--- config.mk ---
export PLATFORM = sky130hd
export DESIGN_NAME = cbs_top
export DESIGN_NICKNAME = d
export VERILOG_FILES = /design/src/cbs_pkg.sv /design/src/cbs_pulse.sv /design/src/cbs_sync.sv /design/src/cbs_top.sv
export VERILOG_INCLUDE_DIRS = /design/src
export SDC_FILE = /design/constraint.sdc
export NUM_CORES = 1
export LEC_CHECK = 0
export ABC_AREA = 1
export BUFFER_PORTS_ARGS = -buffer_cell sky130_fd_sc_hd__buf_2
export CAP_MARGIN = 20
export CELL_PAD_IN_SITES_DETAIL_PLACEMENT = 0
export CELL_PAD_IN_SITES_GLOBAL_PLACEMENT = 1
export CORE_ASPECT_RATIO = 0.8
export CORE_UTILIZATION = 38
export CTS_CLUSTER_SIZE = 25
export DETAILED_ROUTE_END_ITERATION = 10
export PLACE_DENSITY_LB_ADDON = 0.1
export SLEW_MARGIN = 20
export SYNTH_ARGS = -nofsm -noshare
export SYNTH_HDL_FRONTEND = slang
export SYNTH_SLANG_ARGS = --single-unit
--- constraint.sdc ---
create_clock -name I_CLK -period 2.05 [get_ports I_CLK]
set_input_delay 0.615 -clock I_CLK [delete_from_list [all_inputs] [get_ports I_CLK]]
set_output_delay 0.615 -clock I_CLK [all_outputs]
set_load 0.1 [all_outputs]
--- src/cbs_map.svh ---
// register map, field positions, reset values and timing counts for the supervisor
`ifndef CBS_MAP_SVH
`define CBS_MAP_SVH
`define CBS_CLK_HZ 40000000
`define CBS_OVL_TIME_MS 30
`define CBS_OVL_CYC (`CBS_OVL_TIME_MS * (`CBS_CLK_HZ / 1000))
`define CBS_PULSE_TIME_US 128
`define CBS_PULSE_CYC (`CBS_PULSE_TIME_US * (`CBS_CLK_HZ / 1000000))
`define CBS_HOST_TIME_S 32
`define CBS_HOST_CYC (`CBS_HOST_TIME_S * `CBS_CLK_HZ)
`define CBS_A_CTRL 8'h00
`define CBS_A_STATE 8'h04
`define CBS_A_FAULT 8'h08
`define CBS_A_IRQ_STAT 8'h0C
`define CBS_A_IRQ_MASK 8'h10
`define CBS_CTRL_OPSEL 0
`define CBS_CTRL_HIZ 1
`define CBS_CTRL_CHGDIS 2
`define CBS_CTRL_STATEN 3
`define CBS_CTRL_RST 4'h0
`define CBS_FLT_OVL 0
`define CBS_FLT_BATHI 1
`define CBS_FLT_BATLO 2
`define CBS_FLT_CHG 3
`define CBS_IRQ_BOOSTF 0
`define CBS_IRQ_CHGF 1
`define CBS_IRQ_TMR 2
`define CBS_IRQ_STATE 3
`endif

--- src/cbs_pkg.sv ---
// types shared by the supervisor modules
package cbs_pkg;
	typedef enum logic [2:0] {
		ST_PWR_DOWN,
		ST_CHG_CFG,
		ST_SHORT_CHG,
		ST_PWM_CHG,
		ST_HIZ,
		ST_BOOST
	} cbs_state_t;
	// synchronised comparator flags and the boost request pin
	typedef struct packed {
		logic boost_req_pin;
		logic vbus_above_lockout;
		logic vbus_above_min;
		logic rail_above_short;
		logic bat_above_max;
		logic bat_below_min;
		logic bat_below_low;
		logic overload;
		logic charge_fault;
	} cbs_cmp_t;
	// power stage enables
	typedef struct packed {
		logic serial_on;
		logic buck_on;
		logic short_src_on;
		logic boost_on;
		logic input_blocking_switch_on;
	} cbs_pwr_t;
endpackage

--- src/cbs_pulse.sv ---
// fixed-width fault pulse generator for the status pin
`timescale 1ns/1ps
`default_nettype none
module cbs_pulse #(
	parameter logic [31:0] CYC = 32'd5120
) (
	input wire logic i_clk,
	input wire logic i_resetn,
	input wire logic i_trig,
	output logic o_busy
);
	logic [31:0] cnt_r;
	wire last = (cnt_r == CYC - 32'd1);
	always_ff @(posedge i_clk) begin
		if (!i_resetn) begin
			cnt_r <= '0;
			o_busy <= 1'b0;
		end else if (o_busy) begin
			cnt_r <= last ? 32'd0 : cnt_r + 32'd1; // RULE19
			o_busy <= !last; // RULE7
		end else if (i_trig) begin
			o_busy <= 1'b1; // RULE7
		end
	end
	AST_PULSE_START: assert property (@(posedge i_clk) disable iff (!i_resetn) // RULE7
		(i_trig && !o_busy) |=> (o_busy && cnt_r == 32'd0))
		else $error("fault pulse did not start");
	AST_PULSE_END: assert property (@(posedge i_clk) disable iff (!i_resetn) // RULE7
		(o_busy && cnt_r == CYC - 32'd1) |=> !o_busy)
		else $error("fault pulse wrong length");
endmodule // cbs_pulse
`default_nettype wire

--- src/cbs_sync.sv ---
// three-stage input synchroniser with agreement filter
`timescale 1ns/1ps
`default_nettype none
module cbs_sync #(
	parameter int W = 1
) (
	input wire logic i_clk,
	input wire logic i_resetn,
	input wire logic [W-1:0] i_d,
	output logic [W-1:0] o_q
);
	logic [W-1:0] s1_r;
	logic [W-1:0] s2_r;
	logic [W-1:0] s3_r;
	logic [W-1:0] q_nxt;
	genvar g;
	generate
		for (g = 0; g < W; g++) begin : g_bit
			assign q_nxt[g] = (s2_r[g] == s3_r[g]) ? s3_r[g] : o_q[g];
		end
	endgenerate
	always_ff @(posedge i_clk) begin
		if (!i_resetn) begin
			s1_r <= '0;
			s2_r <= '0;
			s3_r <= '0;
			o_q <= '0;
		end else begin
			s1_r <= i_d;
			s2_r <= s1_r;
			s3_r <= s2_r;
			o_q <= q_nxt; // RULE18
		end
	end
	AST_SYNC_AGREE: assert property (@(posedge i_clk) disable iff (!i_resetn) // RULE18
		(o_q != $past(o_q)) |-> ($past(s2_r) == $past(s3_r)))
		else $error("synchroniser output changed without agreement");
endmodule // cbs_sync
`default_nettype wire

--- src/cbs_top.sv ---
// mode and fault supervisor for a one-cell charger with boost output
// What this block does
// [RULE1] overload fault only after overload held over 30 ms while boosting
// [RULE2] overload fault stops converter, clears operation select, sets fault bits, pulses status
// [RULE3] no boost restart after overload until host clears fault register
// [RULE4] battery over or under threshold in boost causes same fault actions
// [RULE5] after battery fault, boost resumes on operation select write or held request pin
// [RULE6] fault-free boosting leaves status pin released
// [RULE7] each boost fault drives status low for one 128 us pulse; a fault that arrives while a pulse is still running starts no pulse of its own
// [RULE8] high-impedance bit with request pin idle enters high-impedance mode
// [RULE9] crude 32 s host timer runs in high impedance with battery low
// [RULE10] timer expiry enters 32 minute mode and stops the timer
// [RULE11] in 32 minute mode, input below lockout forces high impedance
// [RULE12] power-down left on input or rail good; exit issues reset; all off
// [RULE13] charge-configure keeps converters off; exits on select, hiz, lockout, request
// [RULE14] short charge when charge allowed and rail below short; current source only
// [RULE15] PWM charge runs buck; left on any charge-disallowing condition
// [RULE16] boost requested by pin or select bit while high-impedance bit is 0
// [RULE17] charging with status enable holds status low, otherwise released
// [RULE18] comparator flags and request pin synchronised before use
// [RULE19] pulse, overload and host timers are parameterised system-clock counters
`timescale 1ns/1ps
`default_nettype none
`include "cbs_map.svh"
module cbs_top
	import cbs_pkg::*;
#(
	parameter logic [31:0] OVL_CYC = 32'(`CBS_OVL_CYC),
	parameter logic [31:0] PULSE_CYC = 32'(`CBS_PULSE_CYC),
	parameter logic [31:0] HOST_CYC = 32'(`CBS_HOST_CYC)
) (
	// clock and reset
	input wire logic I_CLK,
	input wire logic I_RESETN,
	// register port
	input wire logic [7:0] I_ADDR,
	input wire logic [31:0] I_WDATA,
	input wire logic I_WR,
	input wire logic I_RD,
	output logic [31:0] O_RDATA,
	// comparators and request pin, asynchronous
	input wire cbs_cmp_t I_CMP,
	// power stage enables and reset request
	output cbs_pwr_t O_PWR,
	output logic O_POR,
	// open-drain status pin
	output logic O_STAT_O,
	output logic O_STAT_OE,
	// interrupt
	output logic O_IRQ
);
	cbs_cmp_t c;
	cbs_state_t state_r;
	cbs_state_t state_nxt;
	logic [3:0] ctrl_r;
	logic [3:0] fault_r;
	logic [3:0] irq_stat_r;
	logic [3:0] irq_mask_r;
	logic [31:0] ovl_cnt_r;
	logic [31:0] host_cnt_r;
	logic auto32_r;
	logic ovl_lock_r;
	logic chg_fault_d_r;
	logic pulse_busy;

	cbs_sync #(
		.W($bits(cbs_cmp_t))
	) u_sync (
		.i_clk(I_CLK),
		.i_resetn(I_RESETN),
		.i_d(I_CMP),
		.o_q(c) // RULE18
	);

	// register decode
	wire wr_ctrl = I_WR && (I_ADDR == `CBS_A_CTRL);
	wire wr_fault = I_WR && (I_ADDR == `CBS_A_FAULT);
	wire wr_mask = I_WR && (I_ADDR == `CBS_A_IRQ_MASK);
	wire rd_irq = I_RD && (I_ADDR == `CBS_A_IRQ_STAT);
	wire op_sel = ctrl_r[`CBS_CTRL_OPSEL];
	wire hiz_bit = ctrl_r[`CBS_CTRL_HIZ];
	wire chg_dis = ctrl_r[`CBS_CTRL_CHGDIS];
	wire stat_en = ctrl_r[`CBS_CTRL_STATEN];
	wire boost_request_pin = c.boost_req_pin;

	// mode request terms
	wire boosting = (state_r == ST_BOOST);
	wire bat_hi = boosting && c.bat_above_max;
	wire bat_lo = boosting && c.bat_below_min;
	wire bat_flt = bat_hi || bat_lo; // RULE4
	wire ovl_flt = boosting && c.overload && (ovl_cnt_r == OVL_CYC); // RULE1
	wire boost_flt = ovl_flt || bat_flt;
	wire bat_ok = !c.bat_above_max && !c.bat_below_min;
	wire hiz_req = (hiz_bit && !boost_request_pin) || (auto32_r && !c.vbus_above_lockout); // RULE8 RULE11
	wire boost_req = (boost_request_pin || op_sel) && !hiz_bit; // RULE16
	wire boost_ok = boost_req && !ovl_lock_r && bat_ok; // RULE3 RULE5
	wire chg_ok = !op_sel && !hiz_bit && !boost_request_pin && c.vbus_above_min && !chg_dis && !c.charge_fault;
	wire charging = (state_r == ST_SHORT_CHG) || (state_r == ST_PWM_CHG);
	wire host_run = (state_r == ST_HIZ) && c.bat_below_low && !auto32_r; // RULE9
	wire host_exp = host_run && (host_cnt_r == HOST_CYC - 32'd1);
	wire chg_flt_rise = c.charge_fault && !chg_fault_d_r;
	wire pd_exit = (state_r == ST_PWR_DOWN) && (state_nxt != ST_PWR_DOWN);

	// next mode from a powered state
	function automatic cbs_state_t run_mode(input logic hz, input logic bst, input logic flt,
		input logic chg, input logic short_ok, input logic lock_ok, input logic rail);
		if (!lock_ok && !rail)
			run_mode = ST_PWR_DOWN;
		else if (hz || !lock_ok)
			run_mode = ST_HIZ;
		else if (bst && !flt)
			run_mode = ST_BOOST;
		else if (chg)
			run_mode = short_ok ? ST_PWM_CHG : ST_SHORT_CHG;
		else
			run_mode = ST_CHG_CFG;
	endfunction

	// enables for each mode
	function automatic cbs_pwr_t pwr_of(input cbs_state_t s);
		pwr_of = '0;
		case (s)
			ST_PWR_DOWN: pwr_of = '0; // RULE12
			ST_CHG_CFG: pwr_of = '{serial_on: 1'b1, input_blocking_switch_on: 1'b1, default: 1'b0}; // RULE13
			ST_SHORT_CHG: pwr_of = '{serial_on: 1'b1, short_src_on: 1'b1,
				input_blocking_switch_on: 1'b1, default: 1'b0}; // RULE14
			ST_PWM_CHG: pwr_of = '{serial_on: 1'b1, buck_on: 1'b1,
				input_blocking_switch_on: 1'b1, default: 1'b0}; // RULE15
			ST_HIZ: pwr_of = '{serial_on: 1'b1, default: 1'b0};
			ST_BOOST: pwr_of = '{serial_on: 1'b1, boost_on: 1'b1,
				input_blocking_switch_on: 1'b1, default: 1'b0};
			default: pwr_of = '0;
		endcase
	endfunction

	wire cbs_state_t run_nxt = run_mode(hiz_req, boost_ok, boost_flt, chg_ok,
		c.rail_above_short, c.vbus_above_lockout, c.rail_above_short);
	wire pd_leave = c.vbus_above_lockout || c.rail_above_short;

	always_comb begin
		case (state_r)
			ST_PWR_DOWN: state_nxt = pd_leave ? ST_CHG_CFG : ST_PWR_DOWN; // RULE12
			ST_BOOST: state_nxt = boost_flt ? ST_CHG_CFG : run_nxt; // RULE2 RULE4
			ST_CHG_CFG, ST_SHORT_CHG, ST_PWM_CHG, ST_HIZ: state_nxt = run_nxt; // RULE13 RULE14 RULE15
			default: state_nxt = ST_PWR_DOWN;
		endcase
	end

	// sticky event bits, set wins over the clearing read
	wire [3:0] irq_evt = {state_nxt != state_r, host_exp, chg_flt_rise, boost_flt};
	wire [3:0] irq_stat_nxt = (rd_irq ? 4'h0 : irq_stat_r) | irq_evt;
	wire [3:0] fault_set = {chg_flt_rise, bat_lo, bat_hi, ovl_flt};
	wire [3:0] fault_nxt = (wr_fault ? 4'h0 : fault_r) | fault_set;

	// read mux
	wire [31:0] rd_val =
		(I_ADDR == `CBS_A_CTRL) ? {28'h0, ctrl_r} :
		(I_ADDR == `CBS_A_STATE) ? {26'h0, pulse_busy, auto32_r, ovl_lock_r, state_r} :
		(I_ADDR == `CBS_A_FAULT) ? {28'h0, fault_r} :
		(I_ADDR == `CBS_A_IRQ_STAT) ? {28'h0, irq_stat_r} :
		(I_ADDR == `CBS_A_IRQ_MASK) ? {28'h0, irq_mask_r} : 32'h0;

	// control register; a boost fault clears operation select
	always_ff @(posedge I_CLK) begin
		if (!I_RESETN)
			ctrl_r <= `CBS_CTRL_RST;
		else if (wr_ctrl)
			ctrl_r <= I_WDATA[3:0] & ~{3'h0, boost_flt}; // RULE2 RULE5
		else if (boost_flt)
			ctrl_r[`CBS_CTRL_OPSEL] <= 1'b0; // RULE2 RULE4
	end

	always_ff @(posedge I_CLK) begin
		if (!I_RESETN) begin
			state_r <= ST_PWR_DOWN;
			fault_r <= 4'h0;
			irq_stat_r <= 4'h0;
			irq_mask_r <= 4'h0;
			chg_fault_d_r <= 1'b0;
		end else begin
			state_r <= state_nxt;
			fault_r <= fault_nxt; // RULE2 RULE4
			irq_stat_r <= irq_stat_nxt;
			irq_mask_r <= wr_mask ? I_WDATA[3:0] : irq_mask_r;
			chg_fault_d_r <= c.charge_fault;
		end
	end

	// overload lockout held until the host clears the fault register
	always_ff @(posedge I_CLK) begin
		if (!I_RESETN)
			ovl_lock_r <= 1'b0;
		else if (ovl_flt)
			ovl_lock_r <= 1'b1; // RULE3
		else if (wr_fault)
			ovl_lock_r <= 1'b0; // RULE3
	end

	// overload qualification counter
	always_ff @(posedge I_CLK) begin
		if (!I_RESETN || !(boosting && c.overload))
			ovl_cnt_r <= 32'h0; // RULE1
		else if (ovl_cnt_r != OVL_CYC)
			ovl_cnt_r <= ovl_cnt_r + 32'h1; // RULE19
	end

	// crude host-presence timer; a control write shows the host is back
	always_ff @(posedge I_CLK) begin
		if (!I_RESETN) begin
			host_cnt_r <= 32'h0;
			auto32_r <= 1'b0;
		end else begin
			host_cnt_r <= (host_run && !host_exp) ? host_cnt_r + 32'h1 : 32'h0; // RULE9 RULE19
			if (host_exp)
				auto32_r <= 1'b1; // RULE10
			else if (wr_ctrl)
				auto32_r <= 1'b0;
		end
	end

	cbs_pulse #(
		.CYC(PULSE_CYC)
	) u_pulse (
		.i_clk(I_CLK),
		.i_resetn(I_RESETN),
		.i_trig(boost_flt || chg_flt_rise), // RULE7
		.o_busy(pulse_busy)
	);

	// registered outputs
	always_ff @(posedge I_CLK) begin
		if (!I_RESETN) begin
			O_PWR <= '0;
			O_POR <= 1'b0;
			O_STAT_O <= 1'b0;
			O_STAT_OE <= 1'b0;
			O_IRQ <= 1'b0;
			O_RDATA <= 32'h0;
		end else begin
			O_PWR <= pwr_of(state_nxt); // RULE12 RULE13
			O_POR <= pd_exit; // RULE12
			O_STAT_O <= 1'b0;
			O_STAT_OE <= pulse_busy || (charging && stat_en); // RULE6 RULE7 RULE17
			O_IRQ <= |(irq_stat_nxt & irq_mask_r);
			O_RDATA <= I_RD ? rd_val : 32'h0;
		end
	end

	AST_OVL_QUAL: assert property (@(posedge I_CLK) disable iff (!I_RESETN) // RULE1
		ovl_flt |-> ($past(ovl_cnt_r) == OVL_CYC - 32'h1 || $past(ovl_cnt_r) == OVL_CYC))
		else $error("overload fault before qualification time");
	AST_OVL_SHORT: assert property (@(posedge I_CLK) disable iff (!I_RESETN) // RULE1
		(boosting && ovl_cnt_r != OVL_CYC) |-> !ovl_flt)
		else $error("short overload produced a fault");
	AST_FAULT_ACT: assert property (@(posedge I_CLK) disable iff (!I_RESETN) // RULE2
		boost_flt |=> (!op_sel && state_r == ST_CHG_CFG && !O_PWR.boost_on && fault_r != 4'h0))
		else $error("boost fault actions missing");
	AST_OVL_LOCK: assert property (@(posedge I_CLK) disable iff (!I_RESETN) // RULE3
		(ovl_lock_r && !wr_fault) |=> (state_r != ST_BOOST))
		else $error("boost restarted while overload locked");
	AST_BAT_FLT: assert property (@(posedge I_CLK) disable iff (!I_RESETN) // RULE4
		(boosting && (c.bat_above_max || c.bat_below_min)) |=> (state_r == ST_CHG_CFG) ##1 pulse_busy)
		else $error("battery fault not handled");
	AST_STAT_BOOST: assert property (@(posedge I_CLK) disable iff (!I_RESETN) // RULE6
		(boosting && !pulse_busy) |=> !O_STAT_OE)
		else $error("status driven during clean boost");
	AST_HIZ_ENTRY: assert property (@(posedge I_CLK) disable iff (!I_RESETN) // RULE8
		(hiz_bit && !boost_request_pin && pd_leave && state_r != ST_PWR_DOWN && !boost_flt) |=> (state_r == ST_HIZ))
		else $error("high impedance not entered");
	AST_TMR_EXP: assert property (@(posedge I_CLK) disable iff (!I_RESETN) // RULE10
		host_exp |=> (auto32_r && host_cnt_r == 32'h0) ##1 (host_cnt_r == 32'h0))
		else $error("host timer expiry mishandled");
	AST_PD_EXIT: assert property (@(posedge I_CLK) disable iff (!I_RESETN) // RULE12
		(state_r == ST_PWR_DOWN && pd_leave) |=> (O_POR && O_PWR.serial_on) ##1 !O_POR)
		else $error("power-down exit without reset pulse");
	AST_CFG_OFF: assert property (@(posedge I_CLK) disable iff (!I_RESETN) // RULE13
		(state_r == ST_CHG_CFG) |-> (!O_PWR.buck_on && !O_PWR.boost_on && !O_PWR.short_src_on))
		else $error("converter on in charge configure");
	AST_SHORT_SRC: assert property (@(posedge I_CLK) disable iff (!I_RESETN) // RULE14
		(state_r == ST_SHORT_CHG) |-> (O_PWR.short_src_on && !O_PWR.buck_on && !O_PWR.boost_on))
		else $error("short charge enables wrong");
	AST_STAT_CHG: assert property (@(posedge I_CLK) disable iff (!I_RESETN) // RULE17
		(charging && stat_en) |=> O_STAT_OE)
		else $error("status not held low while charging");
endmodule // cbs_top
`default_nettype wire

==> metrics.md <==
| Metric | Value |
|---|---|
| Critical path class | flip-flop to flip-flop |
| H-tree depth | 4 |
| Slew HR | 0.617 |
| First-pass GRT wire length | 32.4 mm |
| Power Dens Cells | 702 nW/um2 |
| Worst Path Required | 2380 ps |
| #FFs+latches synth | 169 |
| # fillers | 2125 |
| Final Cycle Share | 0.994 |
| Routed length per instance | 12.4 um |
| Synth unique cells | 39 |
| Area contributors post-synth | dfxtp_1, nand2_1, inv_1 |
| Most used DFF post-synth | dfxtp_1 |
| Mapped cell area | 8020 um2 |
| Power Total | 6.95 mW |
| Crit path max fanout | 5 |
| HPWL after DPL | 14.4 mm |
| Total core area | 20700 um2 |
| GRT Residual Overflow | 0 |
| Seq/Total Area, Yosys | 0.422 |
| Die area | 21700 um2 |
| Rows | 47 |
| CTS Hold Bufs | 0 |
| Routability Congestion | 0.827 |
| Ordered list of cells on the worst path | buf_6 > buf_6 > nand3_4 > nor2_4 > nand2_2 > nor2_4 > nand2_4 > nor2_4 > nand2_4 > nor2_4 > nand2_4 > nor3_4 > nand3_1 > nand2_1 > a21oi_2 |
| Final setup margin | 12.2 ps |
| Skew final | 15.1 ps |
| Largest net degree at the start of global routing | 50 |
| Syn_area_per_cell | 6.98 um2 |
| Final WL | 19.4 mm |
| Top cell type's share of synthesized area | 0.422 |
| Largest area contributor in the netlist | dfxtp_1 |
| CTS Sinks | 169 |
| Syn Inst Count | 1148 |
| Vias in the first global route | 6555 |
| Share of cells above drive strength 1 | 0.190 |
| Leak pwr | 4.01 nW |
| Synth async-reset ratio | 0 |
| Die X | 164 um |
| Placed inst area | 8960 um2 |
| Total CTS buffers | 17 |
| DR pass1 iterations | 5 |
| Vias per cell | 4.69 |
| Startpoint Class | flip-flop |
| Pin slew with the least headroom to its limit | 568 ps |
| IO Pins | 94 |
| CTS tree | yes |
| Max Slew Vio Count | 0 |
| Worst hold path class | input pin to flip-flop |
| Critical-path top delay cell | dfxtp_2 |
| Crit path largest cell delay | 330 ps |
| Final Instance Area | 9900 um2 |
| Most Frequent Cell on Critical Path | nor2_4 |
| Final Hold Fails | 0 |
| Initial antenna violation count | 0 |
| Area growth, synth to finish | 23.5% |
| Initial core utilization | 0.387 |
| Status | complete, no violations |
| Clock latency at the later pin of the worst-skew pair | 440 ps |
| Final min period | 2040 ps |
| PortBufs | 38 |
| Clk slew on worst S/H paths | 80 ps |
| Worst slack, placed | -93.6 ps |
| Crit path DAT | 2370 ps |
| DRC viols | 0 |
| ANT nets after route | 0 |
| Setup violators final | 0 |
| GRT Overall Usage | 0.187 |
| RSZ-0062 raised after global routing | yes |
| Yosys warning total | 0 |
| Clock root cell | clkbuf_16 |
| DR vias | 7313 |
| Chip Height | 132 um |
| Post-synth EDFFs | 0 |
| Fmax | 491 MHz |
| Max Cap Viol | 0 |
| Ant. Diodes | 0 |
| Deepest clock path buffer count | 2 |
| Crit. End Element | flip-flop |
| Initial DRC count | 495 |
| Nets | 1333 |
| Maximum VDD drop | 0.000457 V |
-- cells in the mapped netlist (3+ instances only) --
cell and count:
o21ai_0 44, buf_4 27, nand2_2 6, nand3_2 3
o211ai_1 5, inv_1 165, a211oi_1 3, nor3_1 50
nor2_1 143, o21a_1 3, clkbuf_1 16, o21ai_1 4
nand4_1 35, a21oi_1 91, or2_2 18, nand3_1 52
buf_2 3, nand2_1 237, xor2_1 12, xnor2_1 3
nor2_2 6, o221ai_1 3, nor4_1 12, dfxtp_1 169
nor3b_1 7, nor2_4 7, nor3_2 3, ha_1 4
-- flip-flops by register name, summed over array words and instances (netlist names), 3 cells and up --
register	count
host_cnt_r	32
ovl_cnt_r	32
u_pulse.cnt_r	32
u_sync.o_q	9
u_sync.s1_r	9
u_sync.s2_r	9
u_sync.s3_r	9
O_RDATA	6
O_PWR	5
ctrl_r	4
fault_r	4
irq_mask_r	4
irq_stat_r	4
state_r	3
-- metal layers --
layer	vias to the layer above	track usage	routed length (um)	part of all wire
li1	3914	-	-	-
met1	3263	0.284	10400	0.53
met2	124	0.263	8070	0.42
met3	12	0.0393	760	0.039
met4	0	0.0535	193	0.010
met5	-	0	0	0
-- critical path, delay by kind of cell (launching register included) --
family	cells	cell delay, ps
AND/OR/NAND/NOR	12	1380
AO/OA/AOI/OAI	1	30
flip-flops	1	330
buffers and inverters	2	180
-- kinds of logic after synthesis --
kind of cell             after synthesis  synth area share
AND/OR/NAND/NOR                      586             0.335
AO/OA/AOI/OAI                        160             0.107
adder cells (fa/ha/maj)                4           0.00624
XOR/XNOR                              15            0.0164
other                                  1          0.000468
buffers and inverters                213             0.113
flip-flops                           169             0.422
-- through the flow --
step,util,hold slack (ps),setup TNS (ps),cells
after floorplan,-,390,0,1174
after global placement,0.433,393,-284,1513
after detailed placement,0.433,396,-542,1513
after CTS,0.464,332,0,1545
after global routing,0.478,337,-600,1558
final,0.478,351,0,1558
-- power by group --
group | total, mW | internal [mW] | switching, mW
Combinational | 0.327 | 0.0427 | 0.284
Clock | 3.32 | 1.76 | 1.56
Sequential | 3.31 | 3.30 | 0.00963
-- final cells by class --
cell class / count / area [um2] / share of cell area
Multi-Input combinational cell: 792 / 4040 / 0.408
Sequential cell: 169 / 3390 / 0.343
Timing Repair Buffer: 129 / 893 / 0.0902
Inverter: 167 / 627 / 0.0633
Clock buffer: 18 / 429 / 0.0433
Tap cell: 269 / 337 / 0.0340
Clock inverter: 14 / 178 / 0.0179
-- cells in the final DEF (no fill, tap or decap), types with 5 or more instances in the layout --
master and count:
nand2_2 9, o211ai_1 5, dfxtp_2 5, nor2_2 8, conb_1 27, nor3_2 5
nor4_1 11, nor2_4 15, nand2_1 228, xor2_1 12, clkbuf_16 17, nand2_4 7
nor3b_1 6, nand4_1 35, inv_8 5, buf_4 88, inv_1 164, a21oi_1 90
nor2_1 133, dfxtp_1 163, o21ai_0 42, or2_2 18, o21ai_1 5, nor3_1 48
nand3_1 49, buf_2 38
-- what timing repair did --
action | in CTS | in global routing
endpoints found under the setup margin | 25 | 60
buffers inserted | 0 | 13
pin swaps | 1 | 23
gates resized for setup | 7 | 56
endpoints found under the hold margin | 0 | 0
-- final timing paths --
path,depth (start not counted),to,startpoint,slack (ps)
worst max-delay path,15,ovl_cnt_r[29]$_SDFFE_PP0P_,ovl_cnt_r[1]$_SDFFE_PP0P_,10
worst min-delay path,3,u_sync.s1_r[6]$_SDFF_PN0_,I_CMP[6],350
worst max register to register,15,ovl_cnt_r[29]$_SDFFE_PP0P_,ovl_cnt_r[1]$_SDFFE_PP0P_,10
worst min register to register,2,u_sync.s2_r[8]$_SDFF_PN0_,u_sync.s1_r[8]$_SDFF_PN0_,410
(Power assumes the default switching activity.)
